**src/common/stx_regs.vh**
```
/*
 * Register offsets, field positions, reset values and timing counts of
 * the serial transmit block.
 * Assumes byte addressing on a 32-bit AHB-Lite bus, one word a register.
 */
// Function
// - bit six picks nine or eight data bits
// - bit five switches transmitter on or off
// - bit four selects synchronous or asynchronous operation
// - hardware clears break request; ignored when synchronous
// - bit two picks high speed, asynchronous only
// - bit one reads one while shifter empty
// - upper divisor byte readable, writable, reset zero
// - upper byte used only with wide divisor
// - writing upper byte restarts the baud counter
`ifndef STX_REGS_VH
`define STX_REGS_VH

// ============================================================
// Register offsets (byte addresses)
`define STX_OFF_CTRL 8'h00
`define STX_OFF_BAUD_LO 8'h04
`define STX_OFF_BAUD_HI 8'h08
`define STX_OFF_BAUD_CTL 8'h0c
`define STX_OFF_DATA 8'h10
`define STX_OFF_FIFO 8'h14

// ============================================================
// Field positions of transmit_status_control
`define STX_B_NINE 6
`define STX_B_ON 5
`define STX_B_SYNC 4
`define STX_B_BRK 3
`define STX_B_HIGH 2
`define STX_B_EMPTY 1
`define STX_B_NINTH 0
// Field positions of the baud control and FIFO status registers
`define STX_B_WIDE 3
`define STX_B_FEMPTY 8
`define STX_B_FFULL 9
`define STX_B_OVF 16

// ============================================================
// Reset values
`define STX_RST_CTRL 8'h02
`define STX_RST_BAUD_HI 8'h00
`define STX_RST_BAUD_LO 8'h00

// ============================================================
// Timing counts in baud ticks per bit
`define STX_TICKS_LOW 5'h10
`define STX_TICKS_HIGH 5'h04
`define STX_TICKS_SYNC 5'h04
// Frame lengths in bits
`define STX_LEN_BRK 4'he
`define STX_LEN_A8 4'ha
`define STX_LEN_A9 4'hb
`define STX_LEN_S8 4'h8
`define STX_LEN_S9 4'h9

`endif

```
**src/hw/stx_baud.v**
```verilog
/*
 * Baud rate counter: one tick every divisor+1 clock cycles.
 * Assumes the divisor is already narrowed by the caller.
 */
`timescale 1ns/100ps
`default_nettype none

module stx_baud (
  // Clock and reset
  input wire hclk,
  input wire hresetn,
  // Control
  input wire [15:0] divisor,
  input wire restart,
  // Tick out
  output reg tick
);
  reg [15:0] cnt_q;

  // Down counter; a restart reloads it without a tick, so the next
  // period is a whole one.
  always @(posedge hclk or negedge hresetn) begin
    if (!hresetn) begin
      cnt_q <= 16'h0000;
      tick <= 1'b0;
    end else if (restart) begin
      cnt_q <= divisor;
      tick <= 1'b0;
    end else if (cnt_q == 16'h0000) begin
      cnt_q <= divisor;
      tick <= 1'b1;
    end else begin
      cnt_q <= cnt_q - 16'h0001;
      tick <= 1'b0;
    end
  end
endmodule // stx_baud

`default_nettype wire

```
**src/hw/stx_fifo.v**
```verilog
/*
 * Synchronous FIFO of flip-flops with valid/ready on both sides.
 * Assumes one clock; both sides sample on the same edge.
 */
`timescale 1ns/100ps
`default_nettype none

module stx_fifo #(
  parameter WIDTH = 8,
  parameter DEPTH = 16
) (
  // Clock and reset
  input wire hclk,
  input wire hresetn,
  // Filling side
  input wire in_valid,
  output wire in_ready,
  input wire [WIDTH-1:0] in_data,
  // Draining side
  output wire out_valid,
  input wire out_ready,
  output wire [WIDTH-1:0] out_data,
  // Fill level
  output wire [$clog2(DEPTH):0] count
);
  localparam AW = $clog2(DEPTH);

  reg [WIDTH-1:0] mem_q [0:DEPTH-1];
  reg [AW-1:0] wr_q;
  reg [AW-1:0] rd_q;
  reg [AW:0] cnt_q;
  wire push;
  wire pop;

  // Full and empty come from the level, so neither can lie.
  assign in_ready = (cnt_q != DEPTH[AW:0]);
  assign out_valid = (cnt_q != {(AW+1){1'b0}});
  assign out_data = mem_q[rd_q];
  assign count = cnt_q;
  assign push = in_valid & in_ready;
  assign pop = out_valid & out_ready;

  // Storage is not reset; only the pointers and the level carry control state.
  always @(posedge hclk) begin
    if (push) begin
      mem_q[wr_q] <= in_data;
    end
  end

  // Pointers wrap at the depth, which is meant to be a power of two.
  always @(posedge hclk or negedge hresetn) begin
    if (!hresetn) begin
      wr_q <= {AW{1'b0}};
      rd_q <= {AW{1'b0}};
      cnt_q <= {(AW+1){1'b0}};
    end else begin
      if (push) begin
        wr_q <= wr_q + 1'b1;
      end
      if (pop) begin
        rd_q <= rd_q + 1'b1;
      end
      if (push && !pop) begin
        cnt_q <= cnt_q + 1'b1;
      end else if (pop && !push) begin
        cnt_q <= cnt_q - 1'b1;
      end
    end
  end
endmodule // stx_fifo

`default_nettype wire

```
**src/hw/stx_top.v**
```verilog
/*
 * Serial transmitter with AHB-Lite register slave, 16-word data FIFO,
 * baud counter and asynchronous or clocked synchronous shifter.
 * Assumes one bus master, single word transfers, and receive enables
 * arriving from neighbouring logic on the same clock.
 */
// Our own choices: the placing of the registers and register access over AHB-Lite.
`timescale 1ns/100ps
`default_nettype none
`include "stx_regs.vh"

module stx_top (
  // Clock and reset
  input wire hclk,
  input wire hresetn,
  // AHB-Lite slave
  input wire hsel,
  input wire [31:0] haddr,
  input wire [1:0] htrans,
  input wire hwrite,
  input wire [2:0] hsize,
  input wire [31:0] hwdata,
  input wire hready,
  output reg [31:0] hrdata,
  output reg hreadyout,
  output reg hresp,
  // Receive enables from the receiver
  input wire single_receive_enable,
  input wire continuous_receive_enable,
  // Serial line and clock pins
  output wire tx_line,
  output reg tx_line_oe,
  output reg sck_out,
  output reg sck_oe
);
  // ============================================================
  // State encodings
  localparam ST_IDLE = 3'b001;
  localparam ST_ASH = 3'b010;
  localparam ST_SSH = 3'b100;

  // ============================================================
  // Declarations
  reg [7:0] ctrl_q;
  reg [7:0] baud_lo_q;
  reg [7:0] baud_hi_q;
  reg wide_q;
  reg ovf_q;
  reg ph_wr_q;
  reg ph_rd_q;
  reg [7:0] ph_off_q;
  reg [2:0] state_q;
  reg [13:0] shreg_q;
  reg [3:0] left_q;
  reg [4:0] sub_q;
  reg brk_q;
  wire addr_ok;
  wire do_wr;
  wire fifo_in_ready;
  wire fifo_out_valid;
  wire fifo_pop;
  wire [7:0] fifo_data;
  wire [4:0] fifo_count;
  wire finish;
  wire drop;
  wire active;
  wire sync_mode;
  wire tick;
  wire start_brk;
  wire start_chr;
  wire bit_end;
  wire frame_done;
  wire hi_wr;
  wire [15:0] divisor;
  wire [4:0] ticks;
  wire [4:0] sub_d;

  // ============================================================
  // Functions

  // Ticks per bit; speed select matters only in asynchronous mode.
  function [4:0] bit_ticks;
    input sync;
    input high;
    begin
      if (sync) begin
        bit_ticks = `STX_TICKS_SYNC;
      end else if (high) begin
        bit_ticks = `STX_TICKS_HIGH;
      end else begin
        bit_ticks = `STX_TICKS_LOW;
      end
    end
  endfunction

  // Register read multiplexer; unmapped offsets read zero.
  function [31:0] rd_mux;
    input [7:0] off;
    begin
      case (off)
        `STX_OFF_CTRL: rd_mux = {24'h000000, 1'b0, ctrl_q[6:2],
                                 (state_q == ST_IDLE), ctrl_q[0]};
        `STX_OFF_BAUD_LO: rd_mux = {24'h000000, baud_lo_q};
        `STX_OFF_BAUD_HI: rd_mux = {24'h000000, baud_hi_q};
        `STX_OFF_BAUD_CTL: rd_mux = {28'h0000000, wide_q, 3'h0};
        `STX_OFF_FIFO: rd_mux = {15'h0000, ovf_q, 6'h00,
                                 !fifo_in_ready, !fifo_out_valid,
                                 3'h0, fifo_count};
        default: rd_mux = 32'h00000000;
      endcase
    end
  endfunction

  // ============================================================
  // Bus decode
  // Reads take one wait state and data writes one or more, so that a read always
  // sees the write before it and a data write can wait for FIFO room.
  assign addr_ok = hsel & htrans[1] & hready;
  assign do_wr = ph_wr_q & hreadyout;
  assign hi_wr = do_wr & (ph_off_q == `STX_OFF_BAUD_HI);
  assign drop = ph_wr_q & !hreadyout & !fifo_in_ready & !active;
  assign finish = ph_wr_q & !hreadyout & (fifo_in_ready | !active);

  always @(posedge hclk or negedge hresetn) begin
    if (!hresetn) begin
      ph_wr_q <= 1'b0;
      ph_rd_q <= 1'b0;
      ph_off_q <= 8'h00;
      hreadyout <= 1'b1;
      hrdata <= 32'h00000000;
      hresp <= 1'b0;
    end else begin
      hresp <= 1'b0;
      if (ph_rd_q && !hreadyout) begin
        hrdata <= rd_mux(ph_off_q);
        hreadyout <= 1'b1;
        ph_rd_q <= 1'b0;
      end else if (finish) begin
        hreadyout <= 1'b1;
        ph_wr_q <= 1'b0;
      end else if (hreadyout) begin
        ph_wr_q <= addr_ok & hwrite;
        ph_rd_q <= addr_ok & !hwrite;
        ph_off_q <= haddr[7:0];
        hreadyout <= !(addr_ok &
                       (!hwrite | (haddr[7:0] == `STX_OFF_DATA)));
      end
    end
  end

  // ============================================================
  // Control registers
  // A software write of the break bit is a set and beats the hardware
  // clear of the same cycle; the shifter status bit is read only.
  always @(posedge hclk or negedge hresetn) begin
    if (!hresetn) begin
      ctrl_q <= `STX_RST_CTRL;
      baud_lo_q <= `STX_RST_BAUD_LO;
      baud_hi_q <= `STX_RST_BAUD_HI;
      wide_q <= 1'b0;
      ovf_q <= 1'b0;
    end else begin
      if (frame_done && brk_q) begin
        ctrl_q[`STX_B_BRK] <= 1'b0;
      end
      if (do_wr && (ph_off_q == `STX_OFF_CTRL)) begin
        ctrl_q[`STX_B_NINE] <= hwdata[`STX_B_NINE];
        ctrl_q[`STX_B_ON] <= hwdata[`STX_B_ON];
        ctrl_q[`STX_B_SYNC] <= hwdata[`STX_B_SYNC];
        ctrl_q[`STX_B_HIGH] <= hwdata[`STX_B_HIGH];
        ctrl_q[`STX_B_NINTH] <= hwdata[`STX_B_NINTH];
        if (hwdata[`STX_B_BRK]) begin
          ctrl_q[`STX_B_BRK] <= 1'b1;
        end
      end
      if (do_wr && (ph_off_q == `STX_OFF_BAUD_LO)) begin
        baud_lo_q <= hwdata[7:0];
      end
      if (hi_wr) begin
        baud_hi_q <= hwdata[7:0];
      end
      if (do_wr && (ph_off_q == `STX_OFF_BAUD_CTL)) begin
        wide_q <= hwdata[`STX_B_WIDE];
      end
      // Overflow is write-one-to-clear; a new drop wins over the clear.
      if (drop) begin
        ovf_q <= 1'b1;
      end else if (do_wr && (ph_off_q == `STX_OFF_FIFO) &&
                   hwdata[`STX_B_OVF]) begin
        ovf_q <= 1'b0;
      end
    end
  end

  // ============================================================
  // Data FIFO and baud counter
  // The receive enables override the transmitter in synchronous mode.
  assign sync_mode = ctrl_q[`STX_B_SYNC];
  assign active = ctrl_q[`STX_B_ON] &
                  !(sync_mode & (single_receive_enable |
                                 continuous_receive_enable));
  assign divisor = wide_q ? {baud_hi_q, baud_lo_q}
                          : {8'h00, baud_lo_q};
  assign ticks = bit_ticks(sync_mode, ctrl_q[`STX_B_HIGH]);

  stx_fifo #(
    .WIDTH(8),
    .DEPTH(16)
  ) u_fifo (
    .hclk(hclk),
    .hresetn(hresetn),
    .in_valid(ph_wr_q & !hreadyout),
    .in_ready(fifo_in_ready),
    .in_data(hwdata[7:0]),
    .out_valid(fifo_out_valid),
    .out_ready(fifo_pop),
    .out_data(fifo_data),
    .count(fifo_count)
  );

  // Starting a frame also restarts the counter so its first bit is whole.
  stx_baud u_baud (
    .hclk(hclk),
    .hresetn(hresetn),
    .divisor(divisor),
    .restart(hi_wr | start_brk | start_chr),
    .tick(tick)
  );

  // ============================================================
  // Shifter
  // A pending break is ignored while synchronous.
  assign start_brk = (state_q == ST_IDLE) & active & !sync_mode &
                     ctrl_q[`STX_B_BRK];
  assign start_chr = (state_q == ST_IDLE) & active & !start_brk &
                     fifo_out_valid;
  assign fifo_pop = start_chr;
  assign bit_end = tick & (sub_q == ticks - 5'h01);
  assign frame_done = bit_end & (left_q == 4'h1);
  // Next sub-bit count; the clock output follows it so it stays in phase.
  assign sub_d = bit_end ? 5'h00 : (tick ? sub_q + 5'h01 : sub_q);

  // The line bit is shreg_q[0]; idle fills with ones keep it high.
  assign tx_line = shreg_q[0];

  always @(posedge hclk or negedge hresetn) begin
    if (!hresetn) begin
      state_q <= ST_IDLE;
      shreg_q <= 14'h3fff;
      left_q <= 4'h0;
      sub_q <= 5'h00;
      brk_q <= 1'b0;
      tx_line_oe <= 1'b0;
      sck_out <= 1'b0;
      sck_oe <= 1'b0;
    end else begin
      tx_line_oe <= active;
      sck_oe <= active & sync_mode;
      case (state_q)
        ST_IDLE: begin
          sub_q <= 5'h00;
          sck_out <= 1'b0;
          shreg_q <= 14'h3fff;
          if (start_brk) begin
            shreg_q <= {1'b1, 12'h000, 1'b0};
            left_q <= `STX_LEN_BRK;
            brk_q <= 1'b1;
            state_q <= ST_ASH;
          end else if (start_chr && !sync_mode) begin
            if (ctrl_q[`STX_B_NINE]) begin
              shreg_q <= {4'hf, ctrl_q[`STX_B_NINTH], fifo_data,
                          1'b0};
              left_q <= `STX_LEN_A9;
            end else begin
              shreg_q <= {5'h1f, fifo_data, 1'b0};
              left_q <= `STX_LEN_A8;
            end
            state_q <= ST_ASH;
          end else if (start_chr) begin
            shreg_q <= {5'h1f, ctrl_q[`STX_B_NINTH], fifo_data};
            left_q <= ctrl_q[`STX_B_NINE] ? `STX_LEN_S9
                                          : `STX_LEN_S8;
            state_q <= ST_SSH;
          end
        end
        ST_ASH, ST_SSH: begin
          if (!active) begin
            // Turning off aborts the frame and idles the line; a pending
            // break stays pending and goes out when turned on again.
            state_q <= ST_IDLE;
            shreg_q <= 14'h3fff;
            brk_q <= 1'b0;
            sck_out <= 1'b0;
          end else begin
            sub_q <= sub_d;
            // Synchronous clock: low in the first half of each bit, so
            // data changes on its falling edge and is steady at its rise.
            sck_out <= (state_q == ST_SSH) &
                       (sub_d >= {1'b0, ticks[4:1]});
            if (bit_end) begin
              shreg_q <= {1'b1, shreg_q[13:1]};
              left_q <= left_q - 4'h1;
              // The last bit ends the frame and any break with it.
              if (frame_done) begin
                state_q <= ST_IDLE;
                brk_q <= 1'b0;
              end
            end
          end
        end
        default: begin
          state_q <= ST_IDLE;
        end
      endcase
    end
  end
endmodule // stx_top

`default_nettype wire

```
**config.mk**
```make
export PLATFORM = sky130hd
export DESIGN_NAME = stx_top
export DESIGN_NICKNAME = d
export VERILOG_FILES = /design/src/hw/stx_baud.v /design/src/hw/stx_fifo.v /design/src/hw/stx_top.v
export VERILOG_INCLUDE_DIRS = /design/src /design/src/common
export SDC_FILE = /design/constraint.sdc
export NUM_CORES = 1
export LEC_CHECK = 0
export BUFFER_PORTS_ARGS = -buffer_cell sky130_fd_sc_hd__buf_4
export CAP_MARGIN = 40
export CORE_MARGIN = 2
export CORE_UTILIZATION = 51
export CTS_CLUSTER_SIZE = 20
export DETAILED_ROUTE_END_ITERATION = 8
export PLACE_DENSITY = 0.71
export REMOVE_ABC_BUFFERS = 1
export SYNTH_ARGS = -nofsm -noshare
export SYNTH_HDL_FRONTEND = slang
export SYNTH_SLANG_ARGS = --single-unit
```
**constraint.sdc**
```tcl
create_clock -name hclk -period 3.6 [get_ports hclk]
set_clock_uncertainty 0.15 [all_clocks]
set_input_delay 0.36 -clock hclk [delete_from_list [all_inputs] [get_ports hclk]]
set_output_delay 0.36 -clock hclk [all_outputs]
set_load 0.1 [all_outputs]
```
; Word level (Yosys, flattened, before mapping)
; Memory sizes are Yosys's and may differ from the RTL's.
; Cells that the tools add are included.
[word_totals]
memories = 1
word_cells = 180
ff_bits = 127
mem_bits_rw = 128
input_bits = 76
[classes]
n_addsub = 8
eq_ne = 18
n_lt_le_gt_ge = 1
mux = 58
n_bitwise = 31
n_reduce_logical = 38
[mem_list]
columns = name, words, word_bits, rd, rd_ports_with_merged_regs, write_ports, line_no
row1 = u_fifo.mem_q, 16, 8, 1, 0, 1, stx_fifo.v:28  ; reg [WIDTH-1:0] mem_q [0:DEPTH-1];
[op_table]
columns = operator, n
row1 = $pmux 17 s5, 1
row2 = $mux 14, 4
row3 = $mux 16, 3
row4 = $mux 5, 7
row5 = $pmux 14 s2, 1
row6 = $and 1x1->1, 24
row7 = $mux 1, 23
row8 = $mux 4, 5
row9 = $mux 3, 6
row10 = $eq 8x4->1 const B, 2
row11 = $eq 8x5->1 const B, 2
row12 = $logic_not 16->1, 1
row13 = $sub 16x1->16 const B, 1
row14 = $logic_not 1->1, 11
row15 = $add 5x1->5 const B, 2
row16 = $logic_and 1x1->1, 10
row17 = $mux 10, 1
row18 = $pmux 5 s2, 1
row19 = $reduce_bool 2->1, 5
row20 = $sub 5x1->5 const B, 2
row21 = $mux 9, 1
row22 = $add 4x1->4 const B, 2
row23 = $eq 8x3->1 const B, 1
row24 = $logic_not 8->1, 1
row25 = 23 further kinds, 37

; Depth between registers and ports, before layout
; Gate-level depths: netlist of the first run.
[depth]
word_depth = 14
mapped_depth = 13
ltp_nobuf = 12

; Modules after synthesis
; A second synthesis of the first run with hierarchy kept.
[hier_totals]
cells_unflattened = 825
hier_area_um2 = 10814.1
[modules_own_cells]
columns = mod, cells_each, seq_area_each_um2, area_each_um2, n_inst
row1 = stx_fifo, 318, 4169.0, 5770.5, 1
row2 = stx_top, 411, 1895.6, 4098.9, 1
row3 = stx_baud, 96, 425.4, 944.7, 1

; Least setup slack after synthesis of the first run
; No wires, ideal clock.
[synth_path]
kind = register to register
start = register state_q[0]
end = register u_fifo.cnt_q[4], in the netlist u_fifo.count[4]
n_path_buf = 0
arrival_ns = 2.938
path_slack_ns = 0.385
stages_incl_launch_ff = 13
setup_ns = 0.126
cell_sequence = dfstp_2 > nor3b_2 > nand3_1 > nor3_1 > inv_1 > ha_1 > inv_1 > ha_1 > a21o_1 > a21oi_1 > xnor2_1 > nor2_1 > xor2_1
[synth_between]
elab_chain_cells = 11
elab_cells_between_ends = 13
classes_between = eq/ne: 1 / mux: 1 / bitwise: 6 / reduce/logical: 5
[synth_rtl]
columns = item, line_no
row1 = from (decl), stx_top.v:52  ; reg [2:0] state_q;
row2 = from (signal assigned), stx_top.v:248  ; state_q <= ST_IDLE;
row3 = from (signal assigned), stx_top.v:268  ; state_q <= ST_ASH;
row4 = from (signal assigned), stx_top.v:278  ; state_q <= ST_ASH;
row5 = $eq 3x1->1 *, "stx_top.v:233, stx_top.v:235"
row6 = $and 1x1->1 *, "stx_top.v:233, stx_top.v:235"
row7 = $and 1x1->1 (2 in series), stx_top.v:233  ; assign start_brk = (state_q == ST_IDLE) & active & !sync_mode &
row8 = $logic_not 1->1, stx_top.v:235  ; assign start_chr = (state_q == ST_IDLE) & active & !start_brk &
row9 = $and 1x1->1 * (2 in series), stx_top.v:235
row10 = $and 1x1->1 *, stx_fifo.v:41  ; assign pop = out_valid & out_ready;
row11 = $logic_not 1->1, stx_fifo.v:63  ; if (push && !pop) begin
row12 = $logic_and 1x1->1, stx_fifo.v:63
row13 = $mux 5 or $reduce_bool 2->1 (tied branches), n/a
row14 = to (signal assigned), stx_fifo.v:55  ; cnt_q <= {(AW+1){1'b0}};
row15 = to (signal assigned), stx_fifo.v:64  ; cnt_q <= cnt_q + 1'b1;
row16 = to (signal assigned), stx_fifo.v:66  ; cnt_q <= cnt_q - 1'b1;
row17 = to (decl), stx_fifo.v:31  ; reg [AW:0] cnt_q;
; Mark *: on every way between the ends. The rest lies on a longest branch, timed or not.
; A chain may end at the register's enable or synchronous reset.

; Final worst setup path of the first run
[layout_path]
start = register u_fifo.cnt_q[1], in the netlist u_fifo.count[1]
end = register u_fifo.cnt_q[4], in the netlist u_fifo.count[4]
[layout_between]
elab_chain_cells = 6
elab_cells_between_ends = 14
classes_between = add/sub: 2 / eq/ne: 1 / mux: 2 / bitwise: 3 / reduce/logical: 6
[layout_rtl]
columns = item
row1 = "parallel branches: the longest is 6 deep, another holds $sub 5x1->5"
; Parallel ways; which one is timed is not known. The select of a mux whose other input is x is not followed.

==> metrics.cfg, run 1 <==
[floorplanning]
die_area_sq_um = 21970
die_h_microns = 148.2
dieWidth_microns = 148.2
core-area_sq_um = 20300
rows = 52
io_pins = 114
start_util_pct = 52.25

[setup_path]
critPathMaxStageDelay_ns = 0.48
r2r_slack_ns = 0.56
cp_slowest_cell = nor4_2
endpoint = u_fifo.count[4]$_DFFE_PN0P_
crit_type = reg2reg
cp_data_arrival_time_ns = 3.28
path_cells = nor4_2 -> nor2b_1 -> nor3_1 -> inv_1 -> ha_1 -> inv_1 -> fa_1 -> a21o_1 -> a21oi_1 -> xnor2_1 -> nor2_1 -> xor2_1
reg2reg_from = u_fifo.count[1]$_DFFE_PN0P_
reg2reg_depth = 12
r2r_end = u_fifo.count[4]$_DFFE_PN0P_
critPathMaxFanout = 5
worstSetupEndpointType = register
crit_start = u_fifo.count[1]$_DFFE_PN0P_
crit_top_cell = inv_1
cp.depth = 12
cp_top_family = simple AND/OR/NAND/NOR gates
crit_required_ns = 3.84
critical_path_buf_inv_count = 2
critPathLaunchType = register

[synth]
synthTopCellsByCount = edfxtp_1, dfrtp_1, nand2_1
yosysSeqAreaShare_pct = 61.19
yosysMostFrequentCell = edfxtp_1
synth_enable_flop_cells = 128
yosysTopAreaCellShare_pct = 36.24
synthCells = 753
synthesis.area_sq_um = 10610
yosys.area.top_type = edfxtp_1
ys_warn_count = 0
synthTopCellsByArea = edfxtp_1, dfrtp_1, mux4_2
async_flop_share_pct = 45.06
avgSynthCellArea_sq_um = 14.09
ys_ff_latch = 233
synthFlopType = edfxtp_1
ys_types = 70

[clocking]
cts-hold-fix-buffers = 11
cts_tree = done
insertion_delay_ns = 0.51
cts.htree.levels = 1
numCtsBuffers = 23
cts_sinks = 233
cts.clk_slew.worst_paths_ns = 0.06
ctsLongestPathBuffers = 3
postCtsSetupBuffers = 0
cts_resized = 0
root_buffer = clkbuf_16

[routing]
vias = 6603
drt-wirelength-per-cell_microns = 21.01
firstDrtPassIters = 5
ant_nets = 0
wl_microns = 23220
drt_iter0_markers = 609
drc = 0
via_per_inst = 5.976

[sta]
hold_viol = 0
setup_viol = 0
slew_viol_final = 0
fin_tns_setup_ns = 0
post-route-period-util_pct = 84.48
worst_pin_slew_ns = 0.9124
rsz0062_at_grt = false
relSlewSlack_pct = 38.61
min_period_ns = 3.041
max_freq_mhz = 328.8

[global_route]
use_met3_pct = 3.497
grt_start_max_net_pins = 65
grt_overflow = 0
use_met2_pct = 34.33
grt_pass1_vias = 6535
grt_usage_pct = 21.55
grt_pass1_wl_microns = 36670
grt.busiest_layer = met2
met1_usage_pct = 30.98
antenna_found_initial = 0

[power]
p_int_mw = 5.522
swShare_pct = 31.65
leakage_nw = 4.700
combPwrFrac_pct = 27.0
seqPwrFrac_pct = 43.4
p_switching_mw = 2.557
vdd_ir_drop_max_mv = 0.4129
powerDensity_nw_per_um2 = 669.1
power_frac_clock_pct = 29.6

[finish]
syn_to_final_growth_pct = 13.85
seq_area_sq_um = 6490
nNetsFinal = 910
fillers = 1554
drive_above_1_share_pct = 23.23
antenna_cells = 0
finish.instance_area_sq_um = 12080
multi_input_area_sq_um = 3807

[place]
dp_hpwl_microns = 15850
portBuffers = 40
place_congestion = 0.8268
place_area_sq_um = 11220

[hold_path]
hold_class = in2reg
holdPathStages = 1

[outcome]
status = complete, no violations

[job]
cap_violations = 0

==> worst reg2reg max path, delay by kind of cell (launching register included) <==
family                   cells  cell delay, ns
AND/OR/NAND/NOR              4            0.88
adder cells (fa/ha/maj)      2            0.62
flip-flops                   1            0.45
AO/OA/AOI/OAI                2            0.35
XOR/XNOR                     2            0.27
buffers and inverters        2            0.20
==> flip-flops by register name (all words and copies together) (netlist names), 6 cells and up <==
| name | count |
|---|---|
| ph_off_q | 8 |
| u_fifo.mem_q | 128 |
| ctrl_q | 6 |
| shreg_q | 13 |
| hrdata | 11 |
| baud_hi_q | 8 |
| u_baud.cnt_q | 16 |
| baud_lo_q | 8 |
==> cells by family after synthesis <==
family,Yosys count,synth area share [%]
xor+xnor,27,2.230
simple gates,181,9.603
compound gates,121,8.104
other cells,1,0.03536
fa+ha+maj,16,1.958
flops,233,61.19
buf+inv,75,3.716
mux,99,13.16
==> worst min path at each step <==
stage                       from                            end  slack (ns)
6_report               hwdata[1]  u_fifo.mem_q[12][1]$_DFFE_PP_        0.03
5_1_grt                hwdata[1]   u_fifo.mem_q[8][1]$_DFFE_PP_        0.04
4_1_cts                hwdata[1]  u_fifo.mem_q[12][1]$_DFFE_PP_        0.02
3_5_place_dp             hresetn           sub_q[3]$_DFFE_PN0P_        0.12
3_3_place_gp   brk_q$_DFFE_PN0P_              brk_q$_DFFE_PN0P_        0.31
2_1_floorplan            hresetn       baud_hi_q[0]$_DFFE_PN0P_       -0.09
==> cell type report <==
class,instances,area share (%)
clock buffers,33,5.409
clock inverters,9,0.7978
inverters,22,0.6839
multi-input cells,466,31.53
flip-flops and latches,233,53.75
well taps,270,2.798
repair buffers,72,5.036
==> stage by stage <==
stage	power, mW	hold WS, ns	cells	setup slack (ns)	utilization, %
2_1_floorplan	5.017	-0.08559	721	0.3891	-
3_3_place_gp	5.595	0.3139	1050	0.5712	55.04
3_5_place_dp	5.698	0.1209	1052	0.5186	55.25
4_1_cts	8.106	0.02102	1105	0.5216	59.49
5_1_grt	8.437	0.04268	1105	0.3177	59.49
6_report	8.080	0.03458	1105	0.5586	59.49
==> layout by cell type (no fill, tap or decap), types with 5 or more instances in the layout <==
cell	netlist	final
nor4_1	7	7
inv_1	21	21
nor3_1	6	6
nand3_1	12	12
nand4_1	5	5
xor2_1	13	13
or4_1	5	5
a21o_1	5	5
dfstp_2	15	15
nor2_1	39	39
a22o_1	14	14
mux2i_1	30	30
mux4_2	28	28
dlygate4sd3_1	0	11
clkbuf_16	0	23
a21oi_1	12	12
mux2_2	40	40
dfrtp_1	90	90
ha_1	15	15
nand2b_1	6	6
xnor2_1	14	14
a31oi_1	8	7
buf_4	25	58
and2_1	16	16
nand2_1	44	44
or3_1	6	6
clkbuf_1	18	6
conb_1	1	22
edfxtp_1	128	128
nor2b_1	6	6
o31ai_1	6	6
a221o_1	5	5
o21ai_0	29	29
nand3b_1	5	5
a221oi_1	5	5
==> layer usage <==
layer	share of wire (%)	wire, microns
met2	47	11000
met5	0	0
met1	44	10130
met4	2.5	583
met3	6.5	1502
==> power by group through the flow <==
stage	clock network, mW	registers [mW]	logic, mW
2_1_floorplan	0	3.64	1.38
6_report	2.39	3.50	2.18
5_1_grt	2.54	3.55	2.35
4_1_cts	2.43	3.50	2.18
3_3_place_gp	0	3.55	2.05
3_5_place_dp	0	3.54	2.16
Note: power is estimated with default switching activity, not from simulation.
==> inputs of run 2 (changes only) <==
--- a/config.mk
+++ b/config.mk
@@ -6,13 +6,14 @@
 export SDC_FILE = /design/constraint.sdc
 export NUM_CORES = 1
 export LEC_CHECK = 0
+export ABC_AREA = 1
 export BUFFER_PORTS_ARGS = -buffer_cell sky130_fd_sc_hd__buf_4
 export CAP_MARGIN = 40
 export CORE_MARGIN = 2
 export CORE_UTILIZATION = 51
 export CTS_CLUSTER_SIZE = 20
 export DETAILED_ROUTE_END_ITERATION = 8
-export PLACE_DENSITY = 0.71
+export PLACE_DENSITY = 0.73
 export REMOVE_ABC_BUFFERS = 1
 export SYNTH_ARGS = -nofsm -noshare
 export SYNTH_HDL_FRONTEND = slang
==> constraint.sdc (replaced) <==
create_clock -name hclk -period 2.65 [get_ports hclk]
set_clock_uncertainty 0.15 [all_clocks]
set_input_delay 0.265 -clock hclk [delete_from_list [all_inputs] [get_ports hclk]]
set_output_delay 0.265 -clock hclk [all_outputs]
set_load 0.1 [all_outputs]
==> run 2 against run 1 <==
Against the previous run:
- area after synthesis is 2.7% higher
- die area increased by 2.7%
- power rose by 43%
- non-clock buffer count is 24 higher
- via count is 23% higher
- clock power increased by 51%
- largest power group unchanged
- combinational power rose by 61%
- maximum frequency up 25%
- register-to-register slack worse by 0.34 ns
- cell count rose by 39%
- utilization increased by 0.63 points
- routed wire length grew 6.8%
==> metrics.cfg, run 2 <==
[power]
p_int_mw = 7.479  ; +35%
swShare_pct = 35.31  ; +3.7 points
seqPwrFrac_pct = 38.5  ; -4.9 points
power_mw = 11.56  ; +43%
powerDensity_nw_per_um2 = 914.9  ; +37%
leakage_nw = 5.477  ; +17%
vdd_ir_drop_max_mv = 0.7278  ; +76%
combPwrFrac_pct = 30.3  ; +3.3 points
power_frac_clock_pct = 31.2  ; +1.6 points
p_switching_mw = 4.083  ; +60%

[synth]
yosys.area.top_type = edfxtp_1
yosysMostFrequentCell = nand2_1
yosysTopAreaCellShare_pct = 35.28  ; -0.96 points
synthesis.area_sq_um = 10900  ; +2.7%
synth_enable_flop_cells = 128  ; unchanged
ys_ff_latch = 233  ; unchanged
ys_warn_count = 0  ; unchanged
synthFlopType = edfxtp_1
synthTopCellsByArea = edfxtp_1, dfrtp_1, nand2_1
ys_types = 43  ; -39%
avgSynthCellArea_sq_um = 9.417  ; -33%
synthTopCellsByCount = nand2_1, nor2_1, edfxtp_1
yosysSeqAreaShare_pct = 59.57  ; -1.6 points
async_flop_share_pct = 45.06  ; unchanged
synthCells = 1157  ; +54%

[sta]
post-route-period-util_pct = 91.59  ; +7.1 points
setup_viol = 0  ; unchanged
slew_viol_final = 0  ; unchanged
rsz0062_at_grt = false
hold_viol = 0  ; unchanged
hold_ws_ns = 0.1189  ; +0.08428 ns
min_period_ns = 2.427  ; -0.6144 ns
relSlewSlack_pct = 44.48  ; +5.9 points
worst_pin_slew_ns = 0.8297  ; -0.08269 ns
max_freq_mhz = 412.0  ; +25%
setup_ws_ns = 0.2230  ; -0.3356 ns

[global_route]
antenna_found_initial = 0  ; unchanged
grt_overflow = 0  ; unchanged
grt_usage_pct = 22.28  ; +0.73 points
grt_pass1_wl_microns = 39380  ; +7.4%
grt_pass1_vias = 7783  ; +19%
grt_start_max_net_pins = 49  ; -25%

[floorplanning]
die_h_microns = 150.2  ; +1.3%
die_area_sq_um = 22550  ; +2.7%
core-area_sq_um = 21020  ; +3.6%
rows = 53  ; +1.9%
io_pins = 114  ; unchanged
dieWidth_microns = 150.2  ; +1.3%
start_util_pct = 51.83  ; -0.42 points

[routing]
wl_microns = 24800  ; +6.8%
firstDrtPassIters = 5  ; unchanged
drt_iter0_markers = 592  ; -2.8%
drt-wirelength-per-cell_microns = 16.15  ; -23%
via_per_inst = 5.292  ; -11%
ant_nets = 0  ; unchanged
drc = 0  ; unchanged
vias = 8128  ; +23%

[finish]
finish.instance_area_sq_um = 12640  ; +4.7%
antenna_cells = 0  ; unchanged
final_common_cell = nand2_1
largest_register_ff_count = 128  ; unchanged
instances_no_fill = 1536  ; +39%
reg_top3 = u_fifo.mem_q (128), u_baud.cnt_q (16), shreg_q (13)
nNetsFinal = 1334  ; +47%
syn_to_final_growth_pct = 15.99
drive_above_1_share_pct = 13.01  ; -10 points
max_flop_register = u_fifo.mem_q
final_cell_mix = nand2_1, nor2_1, edfxtp_1, nand3_1, dfrtp_1

[clocking]
cts.clk_slew.worst_paths_ns = 0.06  ; about the same
cts_sinks = 233  ; unchanged
insertion_delay_ns = 0.53  ; +0.02 ns
cts_tree = done
postCtsSetupBuffers = 0  ; unchanged
numCtsBuffers = 25  ; +8.7%
root_buffer = clkbuf_16
cts.htree.levels = 1  ; unchanged
ctsLongestPathBuffers = 3  ; unchanged

[setup_path]
cp_data_arrival_time_ns = 2.70  ; -0.58 ns
r2r_slack_ns = 0.22  ; -0.34 ns
critPathLaunchType = register
reg2reg_from = u_fifo.count[3]$_DFFE_PN0P_
critPathMaxFanout = 4  ; -1
worstSetupEndpointType = register
crit_required_ns = 2.92  ; -0.92 ns
crit_start = u_fifo.count[3]$_DFFE_PN0P_
crit_type = reg2reg

[place]
place_ws_ns = -0.02315  ; -0.5417 ns
place_congestion = 0.8633  ; +4.4%
dp_hpwl_microns = 16200  ; +2.2%
dp_cells = 1468  ; +40%
place_area_sq_um = 11550  ; +3.0%
portBuffers = 40  ; unchanged

[outcome]
status = complete, no violations

[hold_path]
hp-start = single_receive_enable
hold_class = in2reg

[job]
cap_violations = 0  ; unchanged

## run 2: cell types whose count changed after synthesis, sizes merged, moves of 22 or more
| cell | delta |
|---|---|
| mux2 | -38 |
| mux4 | -28 |
| inv | +59 |
| a21oi | +22 |
| nand3 | +93 |
| nor2 | +96 |
| o21ai | +64 |
| nand2 | +281 |
| mux2i | -30 |
## run 2: kinds of logic after synthesis
group	synth area share [%]
AO/OA/AOI/OAI	7.396
other	0.03442
adder cells (fa/ha/maj)	1.906
flip-flops	59.57
buffers and inverters	5.972
XOR/XNOR	1.849
AND/OR/NAND/NOR	22.97
multiplexers	0.3100
## run 2: metrics by stage
stage | util (%) | TNS, ns
6_report | 60.12 | 0
5_1_grt | 60.12 | 0
4_1_cts | 60.05 | 0
3_5_place_dp | 54.96 | -0.02315
3_3_place_gp | 54.90 | 0
2_1_floorplan | - | -2.131
## run 2: worst paths after layout
check | to | depth (start not counted)
setup / recovery | u_fifo.count[4]$_DFFE_PN0P_ | 12
hold / removal | tx_line_oe$_DFF_PN0_ | 5
setup reg to reg | u_fifo.count[4]$_DFFE_PN0P_ | 12
hold reg to reg | u_baud.cnt_q[0]$_DFF_PN0_ | 1
max in group asynchronous | hrdata[1]$_DFFE_PN0P_ | 3
min in group asynchronous | u_fifo.rd_q[1]$_DFFE_PN0P_ | 2
## run 2: area by class of cell
| type | count | area, sq um |
|---|---|---|
| clock buffers | 29 | 650.6 |
| clock inverters | 17 | 200.2 |
| fillers | 1695 | 8384 |
| inverters | 83 | 311.5 |
| multi-input cells | 803 | 3847 |
| flip-flops and latches | 233 | 6491 |
| well taps | 275 | 344.1 |
| repair buffers | 96 | 792.0 |
## run 2: what timing repair did
item                       CTS  global route
hold endpoints to repair   172             0
setup endpoints to repair    0             1
hold buffers                22             0
gates resized for setup      0             5
## run 2: power by group through the flow
| stage | Combinational (mW) | Clock (mW) | Sequential, mW |
|---|---|---|---|
| 2_1_floorplan | 2.25 | 0 | 4.58 |
| 6_report | 3.51 | 3.61 | 4.45 |
| 3_5_place_dp | 3.42 | 0 | 4.51 |
| 4_1_cts | 3.48 | 3.64 | 4.44 |
| 5_1_grt | 3.93 | 3.77 | 4.49 |
| 3_3_place_gp | 3.33 | 0 | 4.50 |
## run 2: layer usage
metal / wire length, microns / part of all wire [%] / track usage, % / up-vias
met3: 1280 / 5.2 / 3.394 / 53
met4: 679 / 2.7 / 6.887 / 0
li1: - / - / - / 3977
met5: 0 / 0 / 0 / -
met1: 10780 / 43 / 30.70 / 3873
met2: 12060 / 49 / 36.74 / 225
## run 2: critical path, stage by stage, from the launching register on
cell and delay [ns]:
dfrtp_1 0.43, nor2_2 0.13, nand3_2 0.14, nand4_4 0.13, ha_1 0.21, inv_2 0.08
fa_1 0.42, a21o_1 0.20, a21oi_2 0.14, nand2_1 0.06, nand2_1 0.05, nor2_1 0.05
xor2_1 0.13
==> inputs of run 3 (changes only) <==
--- a/config.mk
+++ b/config.mk
@@ -13,7 +13,7 @@
 export CORE_UTILIZATION = 51
 export CTS_CLUSTER_SIZE = 20
 export DETAILED_ROUTE_END_ITERATION = 8
-export PLACE_DENSITY = 0.73
+export PLACE_DENSITY = 0.71
 export REMOVE_ABC_BUFFERS = 1
 export SYNTH_ARGS = -nofsm -noshare
 export SYNTH_HDL_FRONTEND = slang
==> constraint.sdc (replaced) <==
create_clock -name hclk -period 2.85 [get_ports hclk]
set_clock_uncertainty 0.15 [all_clocks]
set_input_delay 0.285 -clock hclk [delete_from_list [all_inputs] [get_ports hclk]]
set_output_delay 0.285 -clock hclk [all_outputs]
set_load 0.1 [all_outputs]
==> run 3 against run 2 <==
Against the previous run:
- highest routed layer unchanged
- register-to-register slack better by 0.06 ns
- sequential share of layout area down 0.33 points
- sequential power down 6.7%
- critical endpoint unchanged
==> metrics.cfg, run 3 (synthesis results as in run 2) <==
[clocking]
cts_sinks = 233  ; unchanged
numCtsBuffers = 26  ; +4.0%
root_buffer = clkbuf_16
cts.clk_slew.worst_paths_ns = 0.06  ; about the same
cts.htree.levels = 1  ; unchanged
insertion_delay_ns = 0.54  ; about the same
ctsLongestPathBuffers = 3  ; unchanged
cts_tree = done

[routing]
drc = 0  ; unchanged
via_per_inst = 5.314  ; +0.42%
firstDrtPassIters = 6  ; +1
drt-wirelength-per-cell_microns = 16.26  ; +0.72%
wl_microns = 25090  ; +1.2%
ant_nets = 0  ; unchanged
vias = 8199  ; +0.87%
drt_iter0_markers = 766  ; +29%

[setup_path]
critPathLaunchType = input pin
crit_type = in2reg
r2r_slack_ns = 0.28  ; +0.06 ns
critPathMaxStageDelay_ns = 0.53  ; +0.10 ns
reg2reg_depth = 13  ; +1
reg2reg_from = u_fifo.count[1]$_DFFE_PN0P_
path_cells = dlygate4sd3_1 -> buf_4 -> nor2_1 -> nor2_1 -> nor2_2 -> nand4_4 -> ha_1 -> inv_1 -> ha_1 -> a21o_1 -> a21oi_2 -> nand2_1 -> nand2_1 -> nor2_1 -> xor2_1
cp_data_arrival_time_ns = 2.84  ; +0.14 ns
worstSetupEndpointType = register
r2r_end = u_fifo.count[4]$_DFFE_PN0P_
cp_top_family = buffers and inverters
crit_top_cell = nor2_1
critPathMaxFanout = 4  ; unchanged
crit_required_ns = 3.12  ; +0.20 ns
critical_path_buf_inv_count = 3  ; +2
cp_slowest_cell = dlygate4sd3_1

[sta]
relSlewSlack_pct = 52.87  ; +8.4 points
hold_viol = 0  ; unchanged
post-route-period-util_pct = 90.03
setup_viol = 0  ; unchanged
min_period_ns = 2.566
worst_pin_slew_ns = 0.7044  ; -0.1253 ns
slew_viol_final = 0  ; unchanged
fin_tns_setup_ns = 0  ; unchanged
max_freq_mhz = 389.8
rsz0062_at_grt = false

[finish]
final_common_cell = nand2_1
largest_register_ff_count = 128  ; unchanged
nNetsFinal = 1340  ; +0.45%
max_flop_register = u_fifo.mem_q
fillers = 1743  ; +2.8%
reg_top3 = u_fifo.mem_q (128), u_baud.cnt_q (16), shreg_q (13)
final_core_util_pct = 60.51  ; +0.40 points
drive_above_1_share_pct = 13.80  ; +0.80 points
antenna_cells = 0  ; unchanged
final_cell_mix = nand2_1, nor2_1, edfxtp_1, nand3_1, dfrtp_1
seq_area_sq_um = 6492  ; about the same
instances_no_fill = 1543  ; +0.46%
multi_input_area_sq_um = 3852  ; +0.13%
syn_to_final_growth_pct = 16.76
finish.instance_area_sq_um = 12720  ; +0.66%

[place]
dp_hpwl_microns = 16290  ; +0.52%
place_area_sq_um = 11580  ; +0.27%
dp_cells = 1471  ; +0.20%
portBuffers = 40  ; unchanged
place_congestion = 0.8327  ; -3.5%

[power]
vdd_ir_drop_max_mv = 0.6717  ; -7.7%
p_switching_mw = 3.807  ; -6.7%
swShare_pct = 35.51  ; +0.19 points
p_int_mw = 6.916  ; -7.5%
seqPwrFrac_pct = 38.7  ; +0.2 points
power_frac_clock_pct = 31.3  ; about the same
powerDensity_nw_per_um2 = 843.0  ; -7.9%
power_mw = 10.72  ; -7.2%
leakage_nw = 5.529  ; +0.95%
combPwrFrac_pct = 30.1  ; -0.2 points

[global_route]
grt_pass1_wl_microns = 40320  ; +2.4%
use_met2_pct = 36.55  ; -0.18 points
grt_pass1_vias = 7819  ; +0.46%
grt_usage_pct = 22.85  ; +0.57 points
use_met3_pct = 3.515  ; +0.12 points
grt.busiest_layer = met2
grt_start_max_net_pins = 81  ; +65%
met1_usage_pct = 32.37  ; +1.7 points
antenna_found_initial = 0  ; unchanged
grt_overflow = 0  ; unchanged

[floorplanning]
die_h_microns = 150.2  ; unchanged
start_util_pct = 51.83  ; unchanged
rows = 53  ; unchanged
die_area_sq_um = 22550  ; unchanged
io_pins = 114  ; unchanged
dieWidth_microns = 150.2  ; unchanged
core-area_sq_um = 21020  ; unchanged

[hold_path]
hold_class = in2async

[outcome]
status = complete, no violations

[job]
cap_violations = 0  ; unchanged

-- run 3: cell types whose count changed in the layout (fill, tap and decap cells not counted), moves of 2 or more --
cell,before,now
clkinv_1,7,2
buf_4,72,75
clkbuf_8,1,4
clkinv_2,5,9
bufinv_16,4,2
dlygate4sd3_1,22,24
-- run 3: repair_timing --
action / in CTS / in global routing
buffers inserted: 0 / 0
gates resized for setup: 0 / 6
hold endpoints to repair: 242 / 0
setup endpoints to repair: 0 / 1
hold buffers: 24 / 0
-- run 3: how the worst max path moves through the flow --
stage | startpoint | to | slack (ns) | cells after the start
2_1_floorplan | hreadyout$_DFF_PN1_ | u_fifo.count[4]$_DFFE_PN0P_ | -0.08 | 12
3_3_place_gp | u_fifo.count[0]$_DFFE_PN0P_ | u_fifo.count[4]$_DFFE_PN0P_ | 0.25 | 13
3_5_place_dp | u_fifo.count[0]$_DFFE_PN0P_ | u_fifo.count[4]$_DFFE_PN0P_ | 0.21 | 13
4_1_cts | u_fifo.count[0]$_DFFE_PN0P_ | u_fifo.count[4]$_DFFE_PN0P_ | 0.16 | 13
5_1_grt | u_fifo.count[1]$_DFFE_PN0P_ | u_fifo.count[4]$_DFFE_PN0P_ | 0.07 | 13
6_report | single_receive_enable | u_fifo.count[4]$_DFFE_PN0P_ | 0.28 | 15
-- run 3: layer usage --
layer | part of all wire, % | routed length, microns
met5 | 0 | 0
met1 | 44 | 11120
met2 | 47 | 11720
met4 | 2.6 | 662
met3 | 6.3 | 1591
-- run 3: area by class of cell --
cell class                 count  share of cell area [%]
sequential                   233                   51.04
multi-input combinational    803                   30.28
timing repair buffer         101                   6.629
clock buffer                  33                   5.636
tap                          275                   2.705
inverter                      83                   2.449
clock inverter                15                   1.259
-- run 3: worst reg2reg max path, cell delays in order, from the launching register on --
cell,delay (ns)
dfrtp_1,0.44
nor2_2,0.19
nand3_2,0.17
nand2_1,0.15
clkinv_1,0.10
ha_1,0.22
inv_1,0.14
ha_1,0.28
a21o_1,0.20
a21oi_2,0.13
nand2_1,0.06
nand2_1,0.05
nor2_1,0.04
xor2_1,0.13
-- run 3: stage by stage --
stage / hold slack, ns / setup WS, ns
2_1_floorplan: -0.1606 / -0.08336
3_3_place_gp: 0.08648 / 0.2515
3_5_place_dp: 0.08538 / 0.2131
4_1_cts: 0.06497 / 0.1569
5_1_grt: 0.1069 / 0.07138
6_report: 0.06623 / 0.2843
-- run 3: power by group through the flow --
stage / clock network (mW) / registers (mW) / logic [mW]
floorplan: 0 / 4.26 / 2.09
global placement: 0 / 4.19 / 3.08
detailed placement: 0 / 4.20 / 3.15
CTS: 3.39 / 4.14 / 3.21
global route: 3.53 / 4.19 / 3.62
finish: 3.35 / 4.15 / 3.22
